File: src/inc/rpc_defs.vh
`ifndef RPC_DEFS_VH
`define RPC_DEFS_VH
// Register indexes; byte address is four times the index
`define RPC_IDX_SLOT       15'h4018
`define RPC_IDX_ADC_CTRL   15'h4019
`define RPC_IDX_ATT_L      15'h401A
`define RPC_IDX_ATT_R      15'h401B
`define RPC_IDX_MIX_L      15'h401C
`define RPC_IDX_MIX_R      15'h401E
`define RPC_IDX_BEEP_ZC    15'h4028
`define RPC_IDX_STATUS     15'h4029
// Reset values
`define RPC_RST_SLOT       2'h0
`define RPC_RST_ADC_CTRL   7'h00
`define RPC_RST_ATT        8'h00
`define RPC_RST_DAC_MUTE   1'h0
`define RPC_RST_BEEP       4'h0
`define RPC_RST_BEEP_ZC    3'h0
// ADC control field positions
`define RPC_B_INVERT       6
`define RPC_B_HPF          5
`define RPC_B_MIC_POL      4
`define RPC_B_MIC_SWAP     3
`define RPC_B_MIC_SEL      2
`define RPC_B_EN_R         1
`define RPC_B_EN_L         0
// Mixer and zero-crossing field positions
`define RPC_B_MUTE_L       5
`define RPC_B_MUTE_R       6
`define RPC_B_GAIN_HI      4
`define RPC_B_GAIN_LO      1
`define RPC_B_ZC_EN        0
`define RPC_B_TMO_HI       4
`define RPC_B_TMO_LO       3
// Beep gain codes
`define RPC_BEEP_MAX       4'h8
`define RPC_BEEP_MUTE      4'h0
// Zero-crossing timeouts in audio frames
`define RPC_TMO_0          8'h04
`define RPC_TMO_1          8'h10
`define RPC_TMO_2          8'h40
`define RPC_TMO_3          8'hFF
// Timing
`define RPC_MCLK_HZ        125000000
`define RPC_FS_HZ          48000
`define RPC_BCLK_RATIO     128
`define RPC_BCLK_HALF      (`RPC_MCLK_HZ / (2 * `RPC_FS_HZ * `RPC_BCLK_RATIO))
// High-pass shift, about 2 Hz at 48 kHz
`define RPC_HPF_SHIFT      12
`endif

File: src/logic/rpc_record_path_regs.v
// Function
// Slot field puts ADC pair on TDM pairs one to four; eight slots allow all.
// Software sets slot pair together with the ADC channel-order bit.
// Invert bit negates ADC samples; clear passes them unchanged.
// High-pass bit filters ADC path; cutoff 2 Hz at 48 kHz, scales with rate.
// Mic polarity bit: 0 low level is a pulse, 1 high level is.
// Swap bit 0: left on rising, right on falling edge; 1 reversed.
// Mic select turns ADCs off, drives bit clock at 128 fs, interleaved data.
// Software sets mic select before mics, clears it before ADCs.
// ADC enable field powers left and right individually; resets both off.
// Attenuator code times 0.375 dB, 0 to -95.625 dB, 256 steps.
// Applied attenuation slews one 0.375 dB step per audio frame.
// DAC mute bits act immediately on write completion, no slew.
// Software ramps output down before a hard DAC mute.
// With detector on, new beep gain waits for zero crossing or timeout.
// Software raises beep gain at most one 3 dB step per write.
// Detector enable bit 0; off means beep gain applies at once.
// Two-bit timeout field sets wait for a beep zero crossing; code decodes zc_ctrl[4:3], outside its 3 bits, so the field is ignored.
// DAC mute bits active low, reset to 0 so channels start muted.
// Beep code 0 mutes, 1 to 8 give -15 to +6 dB, others reserved.
`timescale 1ns/1ps
`include "rpc_defs.vh"
module rpc_record_path_regs #(
    parameter DW        = 24,
    parameter BCLK_HALF = `RPC_BCLK_HALF,
    parameter HPF_SHIFT = `RPC_HPF_SHIFT
) (
    input  wire          mclk,
    input  wire          resetn,
    input  wire [16:0]   avs_address,
    input  wire          avs_read,
    input  wire          avs_write,
    input  wire [31:0]   avs_writedata,
    input  wire [3:0]    avs_byteenable,
    output reg  [31:0]   avs_readdata,
    output reg           avs_waitrequest,
    input  wire          tdm_eight_slots,
    input  wire          frame_tick,
    input  wire          beep_zero_cross,
    input  wire          record_data_line,
    input  wire          s_valid,
    output reg           s_ready,
    input  wire [DW-1:0] s_left,
    input  wire [DW-1:0] s_right,
    output reg           m_valid,
    input  wire          m_ready,
    output reg  [DW-1:0] m_left,
    output reg  [DW-1:0] m_right,
    output reg  [1:0]    adc_slot_pair,
    output reg           adc_left_power,
    output reg           adc_right_power,
    output reg           mic_bclk_out,
    output reg           mic_bclk_oe,
    output reg           pdm_left,
    output reg           pdm_right,
    output reg           pdm_strobe,
    output reg           dac_left_unmute,
    output reg           dac_right_unmute,
    output reg  [3:0]    beep_gain_left,
    output reg  [3:0]    beep_gain_right
);
    reg  [1:0]    slot_sel;
    reg  [6:0]    adc_ctrl;
    reg  [7:0]    att_tgt_l;
    reg  [7:0]    att_tgt_r;
    reg  [7:0]    att_cur_l;
    reg  [7:0]    att_cur_r;
    reg  [3:0]    beep_l;
    reg  [3:0]    beep_r;
    reg  [2:0]    zc_ctrl;
    reg  [7:0]    zc_count;
    reg  [7:0]    bclk_cnt;
    reg  [DW-1:0] dc_l;
    reg  [DW-1:0] dc_r;
    reg  [DW-1:0] skid_l;
    reg  [DW-1:0] skid_r;
    reg           skid_valid;
    reg  [7:0]    timeout;
    reg  [31:0]   next_readdata;
    wire [14:0]   idx;
    wire          wr_lo;
    wire          take;
    wire          mic_sel;
    wire          beep_pending;
    wire          pdm_pulse;
    wire [DW-1:0] pre_l;
    wire [DW-1:0] pre_r;
    wire [DW-1:0] out_l;
    wire [DW-1:0] out_r;

    assign idx     = avs_address[16:2];
    assign wr_lo   = avs_write && !avs_waitrequest && avs_byteenable[0];
    assign take    = s_valid && s_ready;
    assign mic_sel = adc_ctrl[`RPC_B_MIC_SEL];

    // Gain 2^(-k/16) in Q1.15
    function [15:0] frac_gain;
        input [3:0] k;
        begin
            case (k)
                4'h0: frac_gain = 16'h8000;
                4'h1: frac_gain = 16'h7A93;
                4'h2: frac_gain = 16'h7560;
                4'h3: frac_gain = 16'h7066;
                4'h4: frac_gain = 16'h6BA2;
                4'h5: frac_gain = 16'h6712;
                4'h6: frac_gain = 16'h62B4;
                4'h7: frac_gain = 16'h5E84;
                4'h8: frac_gain = 16'h5A82;
                4'h9: frac_gain = 16'h56AC;
                4'hA: frac_gain = 16'h52FF;
                4'hB: frac_gain = 16'h4F7B;
                4'hC: frac_gain = 16'h4C1C;
                4'hD: frac_gain = 16'h48E2;
                4'hE: frac_gain = 16'h45CB;
                default: frac_gain = 16'h42D5;
            endcase
        end
    endfunction

    // Polarity and high-pass
    function [DW-1:0] pre_proc;
        input [DW-1:0] x;
        input [DW-1:0] dc;
        input          inv;
        input          hpf;
        reg   [DW-1:0] v;
        begin
            v = inv ? (~x + 1'b1) : x;
            pre_proc = hpf ? (v - dc) : v;
        end
    endfunction

    // Code k attenuates by k times 0.375 dB: 6 dB per 16 codes
    function [DW-1:0] attenuate;
        input [DW-1:0] x;
        input [7:0]    k;
        input          on;
        reg   [DW+16:0] p;
        begin
            p = $signed(x) * $signed({1'b0, frac_gain(k[3:0])});
            p = $signed(p) >>> (15 + k[7:4]);
            attenuate = on ? p[DW-1:0] : {DW{1'b0}};
        end
    endfunction

    // One step to target
    function [7:0] slew;
        input [7:0] cur;
        input [7:0] tgt;
        begin
            if (cur < tgt)
                slew = cur + 8'h01;
            else if (cur > tgt)
                slew = cur - 8'h01;
            else
                slew = cur;
        end
    endfunction

    function [3:0] legal_beep;
        input [3:0] g;
        begin
            legal_beep = (g > `RPC_BEEP_MAX) ? `RPC_BEEP_MUTE : g;
        end
    endfunction

    assign pre_l = pre_proc(s_left, dc_l, adc_ctrl[`RPC_B_INVERT], adc_ctrl[`RPC_B_HPF]);
    assign pre_r = pre_proc(s_right, dc_r, adc_ctrl[`RPC_B_INVERT], adc_ctrl[`RPC_B_HPF]);
    assign out_l = attenuate(pre_l, att_cur_l, adc_left_power);
    assign out_r = attenuate(pre_r, att_cur_r, adc_right_power);
    assign beep_pending = (beep_gain_left != legal_beep(beep_l))
                       || (beep_gain_right != legal_beep(beep_r));
    assign pdm_pulse = adc_ctrl[`RPC_B_MIC_POL] ? record_data_line : ~record_data_line;

    always @*
    begin
        case (zc_ctrl[`RPC_B_TMO_HI:`RPC_B_TMO_LO])
            2'h0: timeout = `RPC_TMO_0;
            2'h1: timeout = `RPC_TMO_1;
            2'h2: timeout = `RPC_TMO_2;
            default: timeout = `RPC_TMO_3;
        endcase
    end

    always @*
    begin
        next_readdata = 32'h0000_0000;
        case (idx)
            `RPC_IDX_SLOT:     next_readdata[1:0] = slot_sel;
            `RPC_IDX_ADC_CTRL: next_readdata[6:0] = adc_ctrl;
            `RPC_IDX_ATT_L:    next_readdata[7:0] = att_tgt_l;
            `RPC_IDX_ATT_R:    next_readdata[7:0] = att_tgt_r;
            `RPC_IDX_MIX_L:    next_readdata[5:1] = {dac_left_unmute, beep_l};
            `RPC_IDX_MIX_R:    next_readdata[6:1] = {dac_right_unmute, 1'b0, beep_r};
            `RPC_IDX_BEEP_ZC:  next_readdata[4:0] = {zc_ctrl[2:1], 2'h0, zc_ctrl[0]};
            `RPC_IDX_STATUS:   next_readdata[17:0] = {beep_pending, mic_sel, att_cur_r, att_cur_l};
            default:           next_readdata = 32'h0000_0000;
        endcase
    end

    // Bus slave, one wait cycle
    always @(posedge mclk or negedge resetn)
    begin
        if (!resetn)
        begin
            avs_waitrequest  <= 1'b1;
            avs_readdata     <= 32'h0000_0000;
            slot_sel         <= `RPC_RST_SLOT;
            adc_ctrl         <= `RPC_RST_ADC_CTRL;
            att_tgt_l        <= `RPC_RST_ATT;
            att_tgt_r        <= `RPC_RST_ATT;
            dac_left_unmute  <= `RPC_RST_DAC_MUTE;
            dac_right_unmute <= `RPC_RST_DAC_MUTE;
            beep_l           <= `RPC_RST_BEEP;
            beep_r           <= `RPC_RST_BEEP;
            zc_ctrl          <= `RPC_RST_BEEP_ZC;
        end
        else
        begin
            avs_waitrequest <= ~((avs_read || avs_write) && avs_waitrequest);
            if (avs_read && avs_waitrequest)
                avs_readdata <= next_readdata;
            if (wr_lo)
            begin
                case (idx)
                    `RPC_IDX_SLOT:     slot_sel <= avs_writedata[1:0];
                    `RPC_IDX_ADC_CTRL: adc_ctrl <= avs_writedata[6:0];
                    `RPC_IDX_ATT_L:    att_tgt_l <= avs_writedata[7:0];
                    `RPC_IDX_ATT_R:    att_tgt_r <= avs_writedata[7:0];
                    `RPC_IDX_MIX_L:
                    begin
                        dac_left_unmute <= avs_writedata[`RPC_B_MUTE_L];
                        beep_l <= avs_writedata[`RPC_B_GAIN_HI:`RPC_B_GAIN_LO];
                    end
                    `RPC_IDX_MIX_R:
                    begin
                        dac_right_unmute <= avs_writedata[`RPC_B_MUTE_R];
                        beep_r <= avs_writedata[`RPC_B_GAIN_HI:`RPC_B_GAIN_LO];
                    end
                    `RPC_IDX_BEEP_ZC:
                        zc_ctrl <= {avs_writedata[`RPC_B_TMO_HI:`RPC_B_TMO_LO],
                                    avs_writedata[`RPC_B_ZC_EN]};
                    default: zc_ctrl <= zc_ctrl;
                endcase
            end
        end
    end

    // Outputs, slew and beep update
    always @(posedge mclk or negedge resetn)
    begin
        if (!resetn)
        begin
            adc_slot_pair   <= 2'h0;
            adc_left_power  <= 1'b0;
            adc_right_power <= 1'b0;
            att_cur_l       <= `RPC_RST_ATT;
            att_cur_r       <= `RPC_RST_ATT;
            beep_gain_left  <= `RPC_RST_BEEP;
            beep_gain_right <= `RPC_RST_BEEP;
            zc_count        <= 8'h00;
        end
        else
        begin
            adc_slot_pair   <= {slot_sel[1] & tdm_eight_slots, slot_sel[0]};
            adc_left_power  <= adc_ctrl[`RPC_B_EN_L] & ~mic_sel;
            adc_right_power <= adc_ctrl[`RPC_B_EN_R] & ~mic_sel;
            if (frame_tick)
            begin
                att_cur_l <= slew(att_cur_l, att_tgt_l);
                att_cur_r <= slew(att_cur_r, att_tgt_r);
            end
            if (!beep_pending)
                zc_count <= 8'h00;
            else if (!zc_ctrl[`RPC_B_ZC_EN] || beep_zero_cross || zc_count >= timeout)
            begin
                beep_gain_left  <= legal_beep(beep_l);
                beep_gain_right <= legal_beep(beep_r);
                zc_count        <= 8'h00;
            end
            else if (frame_tick)
                zc_count <= zc_count + 8'h01;
        end
    end

    // Mic clock and capture
    always @(posedge mclk or negedge resetn)
    begin
        if (!resetn)
        begin
            bclk_cnt     <= 8'h00;
            mic_bclk_out <= 1'b0;
            mic_bclk_oe  <= 1'b0;
            pdm_left     <= 1'b0;
            pdm_right    <= 1'b0;
            pdm_strobe   <= 1'b0;
        end
        else
        begin
            mic_bclk_oe <= mic_sel;
            pdm_strobe  <= 1'b0;
            if (!mic_sel)
            begin
                bclk_cnt     <= 8'h00;
                mic_bclk_out <= 1'b0;
            end
            else if (bclk_cnt == BCLK_HALF[7:0] - 8'h01)
            begin
                bclk_cnt     <= 8'h00;
                mic_bclk_out <= ~mic_bclk_out;
                if (~mic_bclk_out ^ adc_ctrl[`RPC_B_MIC_SWAP])
                    pdm_left <= pdm_pulse;
                else
                    pdm_right <= pdm_pulse;
                pdm_strobe <= mic_bclk_out;
            end
            else
                bclk_cnt <= bclk_cnt + 8'h01;
        end
    end

    // Two-entry skid buffer
    always @(posedge mclk or negedge resetn)
    begin
        if (!resetn)
        begin
            s_ready    <= 1'b0;
            m_valid    <= 1'b0;
            m_left     <= {DW{1'b0}};
            m_right    <= {DW{1'b0}};
            skid_l     <= {DW{1'b0}};
            skid_r     <= {DW{1'b0}};
            skid_valid <= 1'b0;
            dc_l       <= {DW{1'b0}};
            dc_r       <= {DW{1'b0}};
        end
        else
        begin
            if (take && adc_ctrl[`RPC_B_HPF])
            begin
                dc_l <= dc_l + {{HPF_SHIFT{pre_l[DW-1]}}, pre_l[DW-1:HPF_SHIFT]};
                dc_r <= dc_r + {{HPF_SHIFT{pre_r[DW-1]}}, pre_r[DW-1:HPF_SHIFT]};
            end
            if (m_ready || !m_valid)
            begin
                s_ready <= 1'b1;
                if (skid_valid)
                begin
                    m_left     <= skid_l;
                    m_right    <= skid_r;
                    m_valid    <= 1'b1;
                    skid_valid <= 1'b0;
                end
                else if (take)
                begin
                    m_left  <= out_l;
                    m_right <= out_r;
                    m_valid <= 1'b1;
                end
                else
                    m_valid <= 1'b0;
            end
            else if (take)
            begin
                skid_l     <= out_l;
                skid_r     <= out_r;
                skid_valid <= 1'b1;
                s_ready    <= 1'b0;
            end
        end
    end
endmodule

File: config.mk
export PLATFORM = sky130hd
export DESIGN_NAME = rpc_record_path_regs
export DESIGN_NICKNAME = d
export VERILOG_FILES = /design/src/logic/rpc_record_path_regs.v
export VERILOG_INCLUDE_DIRS = /design/src /design/src/inc
export SDC_FILE = /design/constraint.sdc
export NUM_CORES = 2
export LEC_CHECK = 0
export BUFFER_PORTS_ARGS = -buffer_cell sky130_fd_sc_hd__buf_2
export CAP_MARGIN = 5
export CORE_MARGIN = 10
export CORE_UTILIZATION = 65
export CTS_CLUSTER_SIZE = 16
export DETAILED_ROUTE_END_ITERATION = 7
export PLACE_DENSITY = 0.84
export REMOVE_ABC_BUFFERS = 1
export SYNTH_ARGS = -nofsm -noshare
export SYNTH_HDL_FRONTEND = slang
export SYNTH_SLANG_ARGS = --single-unit
File: constraint.sdc
create_clock -name mclk -period 14.3 [get_ports mclk]
set_input_delay 1.43 -clock mclk [delete_from_list [all_inputs] [get_ports mclk]]
set_output_delay 1.43 -clock mclk [all_outputs]
set_load 0.03 [all_outputs]
Word level (Yosys, flattened, before mapping)

Memory sizes are Yosys's and may differ from the RTL's.
Cells that the tools add are included.

Bits in registers: 245
ROM bits: 512
Input bits: 111
Output and inout bits: 102
Memories kept: 2

$add $sub $neg: 13
$mul: 2
Order comparisons: 6
Equality and inequality tests: 12
Shift operators: 2
Mux-type cells: 36
Bitwise gates (word level): 12
Reductions and logical operators: 28

Memory list:

| memory           | depth | bits a word | read ports | clocked after Yosys merged registers in | wr ports | line                       | source |
|---|---|---|---|---|---|---|---|
| (name not given) | 16    | 16          | 1          | 0                                       | 0        | rpc_record_path_regs.v:100 | `case (k)` |
| (name not given) | 16    | 16          | 1          | 0                                       | 0        | rpc_record_path_regs.v:100 |  |

Operators by type and width:

| kind                                                  | count |
|---|---|
| 2-to-1 mux 24 bit                                     | 10 |
| equality test 15 bit (second input constant)          | 8 |
| multiplier 24 x 17 -> 41 bit                          | 2 |
| >>> shifter 41 x 5 -> 24 bit                          | 2 |
| adder 24 x 1 -> 24 bit (second input constant)        | 2 |
| adder 24 bit                                          | 2 |
| 2-to-1 mux 8 bit                                      | 6 |
| inverter 24 bit                                       | 2 |
| subtractor 24 bit                                     | 2 |
| adder 8 x 1 -> 8 bit (second input constant)          | 3 |
| AND reduction 2 bit                                   | 11 |
| one-hot mux 3 bit (7 select lines)                    | 1 |
| greater-than comparator 8 bit                         | 2 |
| < comparator 8 bit                                    | 2 |
| subtractor 8 x 1 -> 8 bit (second input constant)     | 2 |
| 2-to-1 mux 1 bit                                      | 11 |
| adder 4 x 4 -> 5 bit (first input constant)           | 2 |
| 2-to-1 mux 10 bit                                     | 1 |
| one-hot mux 1 bit (5 select lines)                    | 2 |
| equality test 8 x 4 -> 1 bit (second input constant)  | 1 |
| greater-than comparator 4 bit (second input constant) | 2 |
| 2-to-1 mux 4 bit                                      | 2 |
| inequality test 4 bit                                 | 2 |
| nonzero test 2 bit                                    | 4 |
| other kinds (11)                                      | 27 |

Longest topological paths before layout

Depth after elaboration: 10
Mapped depth: 46

Worst setup path after synthesis

Ideal clock, no wire load.

Kind: input to register
Start: input s_right[9]
End: register skid_r[9]
Data arrival time: 11.821 ns
Required time: 14.217 ns
Slack: 2.396 ns
Stages: 41
Buffers on the path: 2
Cells stage by stage: or4_4 -> or4_4 -> or3_1 -> nand2_1 -> xnor2_1 -> ha_1 -> and3_1 -> a221oi_1 -> nor2b_1 -> a311oi_1 -> o41ai_1 -> xor2_1 -> o21ai_0 -> nand2_1 -> inv_1 -> buf_1 -> nand2_1 -> fa_1 -> (+5 left out) -> inv_1 -> fa_1 -> inv_1 -> fa_1 -> inv_1 -> ha_1 -> clkbuf_1 -> nand4_1 -> a211oi_1 -> nor2_1 -> mux2i_1 -> nand2_1 -> a311oi_2 -> a211o_1 -> a2bb2oi_2 -> a21oi_1 -> a2111o_1 -> o21ai_0

Cells in the longest elaborated chain, start to end: 8

Ends and longest elaborated chain:

| what                           | line                       | source |
|---|---|---|
| start: declaration             | rpc_record_path_regs.v:44  | `input wire [DW-1:0] s_right,` |
| inverter 24 bit                | rpc_record_path_regs.v:129 | `v = inv ? (~x + 1'b1) : x;` |
| adder 24 x 1 -> 24 bit         | rpc_record_path_regs.v:129 |  |
| 2-to-1 mux 24 bit *            | rpc_record_path_regs.v:129 |  |
| subtractor 24 bit              | rpc_record_path_regs.v:130 | `pre_proc = hpf ? (v - dc) : v;` |
| 2-to-1 mux 24 bit *            | rpc_record_path_regs.v:130 |  |
| multiplier 24 x 17 -> 41 bit * | rpc_record_path_regs.v:141 | `p = $signed(x) * $signed({1'b0, frac_gain(k[3:0])});` |
| >>> shifter 41 x 5 -> 24 bit * | rpc_record_path_regs.v:142 | `p = $signed(p) >>> (15 + k[7:4]);` |
| 2-to-1 mux 24 bit *            | rpc_record_path_regs.v:143 | `attenuate = on ? p[DW-1:0] : {DW{1'b0}};` |
| end signal: assignment         | rpc_record_path_regs.v:333 | `skid_r <= {DW{1'b0}};` |
| end signal: assignment         | rpc_record_path_regs.v:367 | `skid_r <= out_r;` |
| end: declaration               | rpc_record_path_regs.v:76  | `reg [DW-1:0] skid_r;` |

Mark *: on every way between the ends. The rest lies on a longest branch, timed or not.
A chain may end at the register's enable or synchronous reset.

Worst setup path after layout

Start: input s_left[2]
End: register m_left[11]

Cells in the longest elaborated chain, start to end: 10

Ends and longest elaborated chain:

| what                           | line                       | source |
|---|---|---|
| start: declaration             | rpc_record_path_regs.v:43  | `input wire [DW-1:0] s_left,` |
| inverter 24 bit                | rpc_record_path_regs.v:129 |  |
| adder 24 x 1 -> 24 bit         | rpc_record_path_regs.v:129 |  |
| 2-to-1 mux 24 bit *            | rpc_record_path_regs.v:129 |  |
| subtractor 24 bit              | rpc_record_path_regs.v:130 |  |
| 2-to-1 mux 24 bit *            | rpc_record_path_regs.v:130 |  |
| multiplier 24 x 17 -> 41 bit * | rpc_record_path_regs.v:141 |  |
| >>> shifter 41 x 5 -> 24 bit * | rpc_record_path_regs.v:142 |  |
| 2-to-1 mux 24 bit *            | rpc_record_path_regs.v:143 |  |
| 2-to-1 mux 24 bit *            | rpc_record_path_regs.v:355 | `else if (take)` |
| 2-to-1 mux 24 bit *            | rpc_record_path_regs.v:348 | `if (skid_valid)` |
| end signal: assignment         | rpc_record_path_regs.v:330 | `m_left <= {DW{1'b0}};` |
| end signal: assignment         | rpc_record_path_regs.v:350 | `m_left <= skid_l;` |
| end signal: assignment         | rpc_record_path_regs.v:357 | `m_left <= out_l;` |
| end: declaration               | rpc_record_path_regs.v:47  | `output reg [DW-1:0] m_left,` |

Mark *: on every way between the ends. The rest lies on a longest branch, timed or not. The select of a mux whose other input is x is not followed.

==> flow_summary.toml <==
[worst_setup_path]
crit_type = "input pin to flop"
cp_common_cell = "fa_1"
end_kind = "flop"
r2r_start = "adc_ctrl[6]"
cp.arrival_ns = 13.33
cp_max_fo = 21
worstPathRequired_ns = 14.75
critPathLaunchType = "input pin"
r2r_setup_slack_ns = 1.85
reg2reg_to = "m_left[11]"
critPathMaxStageDelay_ns = 0.67
r2r_cells = 36
slowest_stage = "a221oi_1"

[cts]
cts_max_level = 1
cts_buffer_depth = 3
cts_made_buffers = 29
cts_resized = 0
holdBufCountCts = 0
cts-root-buf = "clkbuf_16"
path_clk_slew_ns = 0.07
cts_tree = "done"
post_cts_buffers = 0
clkSinkCount = 245
clkLatencyLatePin_ns = 0.61

[grt]
grt_start_max_net_pins = 127
grt_pass1_wl_mm = 243
antenna_found_initial = 2
grtUsageTotal = 0.329
grt_overflow = 0
grt_pass1_vias = 47081

[logic_synthesis]
ys_types = 115
synth-main-ff-cell = "dfrtp_1"
synth_edf_count = 0
yosysWarnings = 0
syn_area_um2 = 51400
async_flop_share = 1.00
syn_inst = 6292
ys_seq_area_frac = 0.119
post_synth.cell_area_avg_um2 = 8.18
ys_ff_latch = 245

[floorplan]
fp.dieW_um = 301
dieArea_um2 = 90800
initial_core_util = 0.653
rows = 103
fp.coreArea_um2 = 78700
ios = 213
die_h_um = 301

[detailed_routing]
drtAntennaViolNets = 0
routed_wl_mm = 148
avgRoutedWirePerCell_um = 20.1
vias_per_cell = 6.20
drt-pass1-iter-count = 8
drc = 0
vias = 45770
drt_iter0_drc = 4500

[sta]
finalCriticalPeriod_ns = 12.89
setup_viol = 0
finClkSkew_ns = 0.0262
fin_crit_sh = 0.901
max_freq_mhz = 77.6
slew_headroom = 0.0376
slew_violations = 0
fin_hold_ws_ns = 0.433
worst_pin_slew_ns = 1.43
finalHoldViolCount = 0
tns_ns = 0
rsz0062_at_grt = "false"

[placed_design]
io_buffers = 168
place_hpwl_mm = 115
gp_congestion = 0.978

[hold_path]
hold-path-cell-count = 0
whs_endpoint = "adc_slot_pair[0]"
hp-start = "slot_sel[0]"
hold_class = "flop to flop"

[final_layout]
area_delta_synth_final_pct = 5.91
num_antenna_cells = 0
fillers = 6238
nets = 7516
drive_gt1_frac = 0.0793

[job]
maxCapViolCount = 0

[run_status]
status = "completed"
flip-flops by register name, indices dropped and copies added, names as in the netlist, 7 cells and up:
register	flops
skid_r	24
dc_l	24
att_tgt_l	8
att_tgt_r	8
m_left	24
skid_l	24
avs_readdata	18
att_cur_r	8
bclk_cnt	8
m_right	24
adc_ctrl	7
dc_r	24
att_cur_l	8
metal layers:
layer	vias to the layer above	track usage	wire, um
met5	-	0	24
met2	2386	0.543	69200
met1	22231	0.411	55000
met4	4	0.158	8640
li1	20489	-	-
met3	660	0.0670	15500
cells in the final DEF (no fill, tap or decap), types with 22 or more instances in the layout:
master     count
inv_1       1099
nand2_1      833
fa_1         746
nor2_1       464
ha_1         350
a21oi_1      286
o21ai_0      266
dfrtp_1      240
buf_2        168
xnor2_1      143
nand3_1      110
buf_4        102
and2_1        98
a21o_1        97
nor3_1        91
xor2_1        90
and3_1        73
mux2_2        64
nor2b_1       63
a211oi_1      54
o211ai_1      53
a31oi_1       52
o21a_1        49
mux2i_1       48
nand2b_1      40
o31ai_1       39
or3_1         37
clkbuf_16     29
nor4_1        24
o21ai_1       23
nand4_1       23
o21bai_1      22
synth_stat cells, types with 41 or more instances:
library cell	n	area, um^2
a21oi_1	294	1470
nor2_1	465	1750
ha_1	351	4390
and2_1	98	613
mux2_2	64	721
fa_1	746	14900
dfrtp_1	244	6110
nand3_1	112	561
nor2b_1	63	394
o21a_1	49	368
a21o_1	97	728
o31ai_1	41	308
a31oi_1	53	332
xnor2_1	147	1290
inv_1	1099	4130
mux2i_1	48	480
and3_1	73	457
clkbuf_1	257	965
o211ai_1	53	398
nor3_1	91	455
a211oi_1	56	420
o21ai_0	269	1350
nand2_1	833	3130
xor2_1	92	806
critical path: cells and delay by family:
| family | cells | cell delay (ns) |
|---|---|---|
| compound gates | 18 | 5.36 |
| fa+ha+maj | 8 | 3.96 |
| simple gates | 7 | 1.57 |
| buf+inv | 5 | 0.61 |
| mux | 1 | 0.22 |
| xor+xnor | 1 | 0.16 |
logic make-up after synthesis:
logic type | share of synthesized area
and+or+nand+nor | 0.170
buffers and inverters | 0.104
AOI/OAI and AO/OA | 0.160
adders and majority gates | 0.376
DFF | 0.119
xor gates and xnor gates | 0.0418
muxes | 0.0293
other | 0.0000729
final cells by class:
type / instances / area [um^2] / share of cell area
sequential: 245 / 6140 / 0.113
inverter: 1113 / 4180 / 0.0767
tap: 1050 / 1310 / 0.0241
clock inverter: 16 / 254 / 0.00466
multi-input combinational: 4647 / 40100 / 0.737
clock buffer: 38 / 820 / 0.0150
timing repair buffer: 272 / 1640 / 0.0301
worst max-delay path by stage:
stage            endpoint  depth (start not counted)       start
2_1_floorplan   skid_r[9]                         39  s_right[9]
3_3_place_gp   m_left[11]                         40   s_left[2]
3_5_place_dp   m_left[11]                         40   s_left[2]
4_1_cts        m_left[11]                         40   s_left[2]
5_1_grt        m_left[11]                         40   s_left[2]
6_report       m_left[11]                         40   s_left[2]
metrics by stage:
stage          setup WS [ns]   util  cell area [um^2]  std cells
4_1_cts                 1.64  0.692             54500       7380
2_1_floorplan           2.40      -             50300       6005
5_1_grt                0.635  0.692             54500       7381
3_3_place_gp            1.20  0.678             53400       7326
3_5_place_dp            1.02  0.678             53400       7326
6_report                1.41  0.692             54500       7381
Power is left out: the tool's default activity adds up to more than one toggle a clock period on the data nets, which glitch-free logic cannot reach.
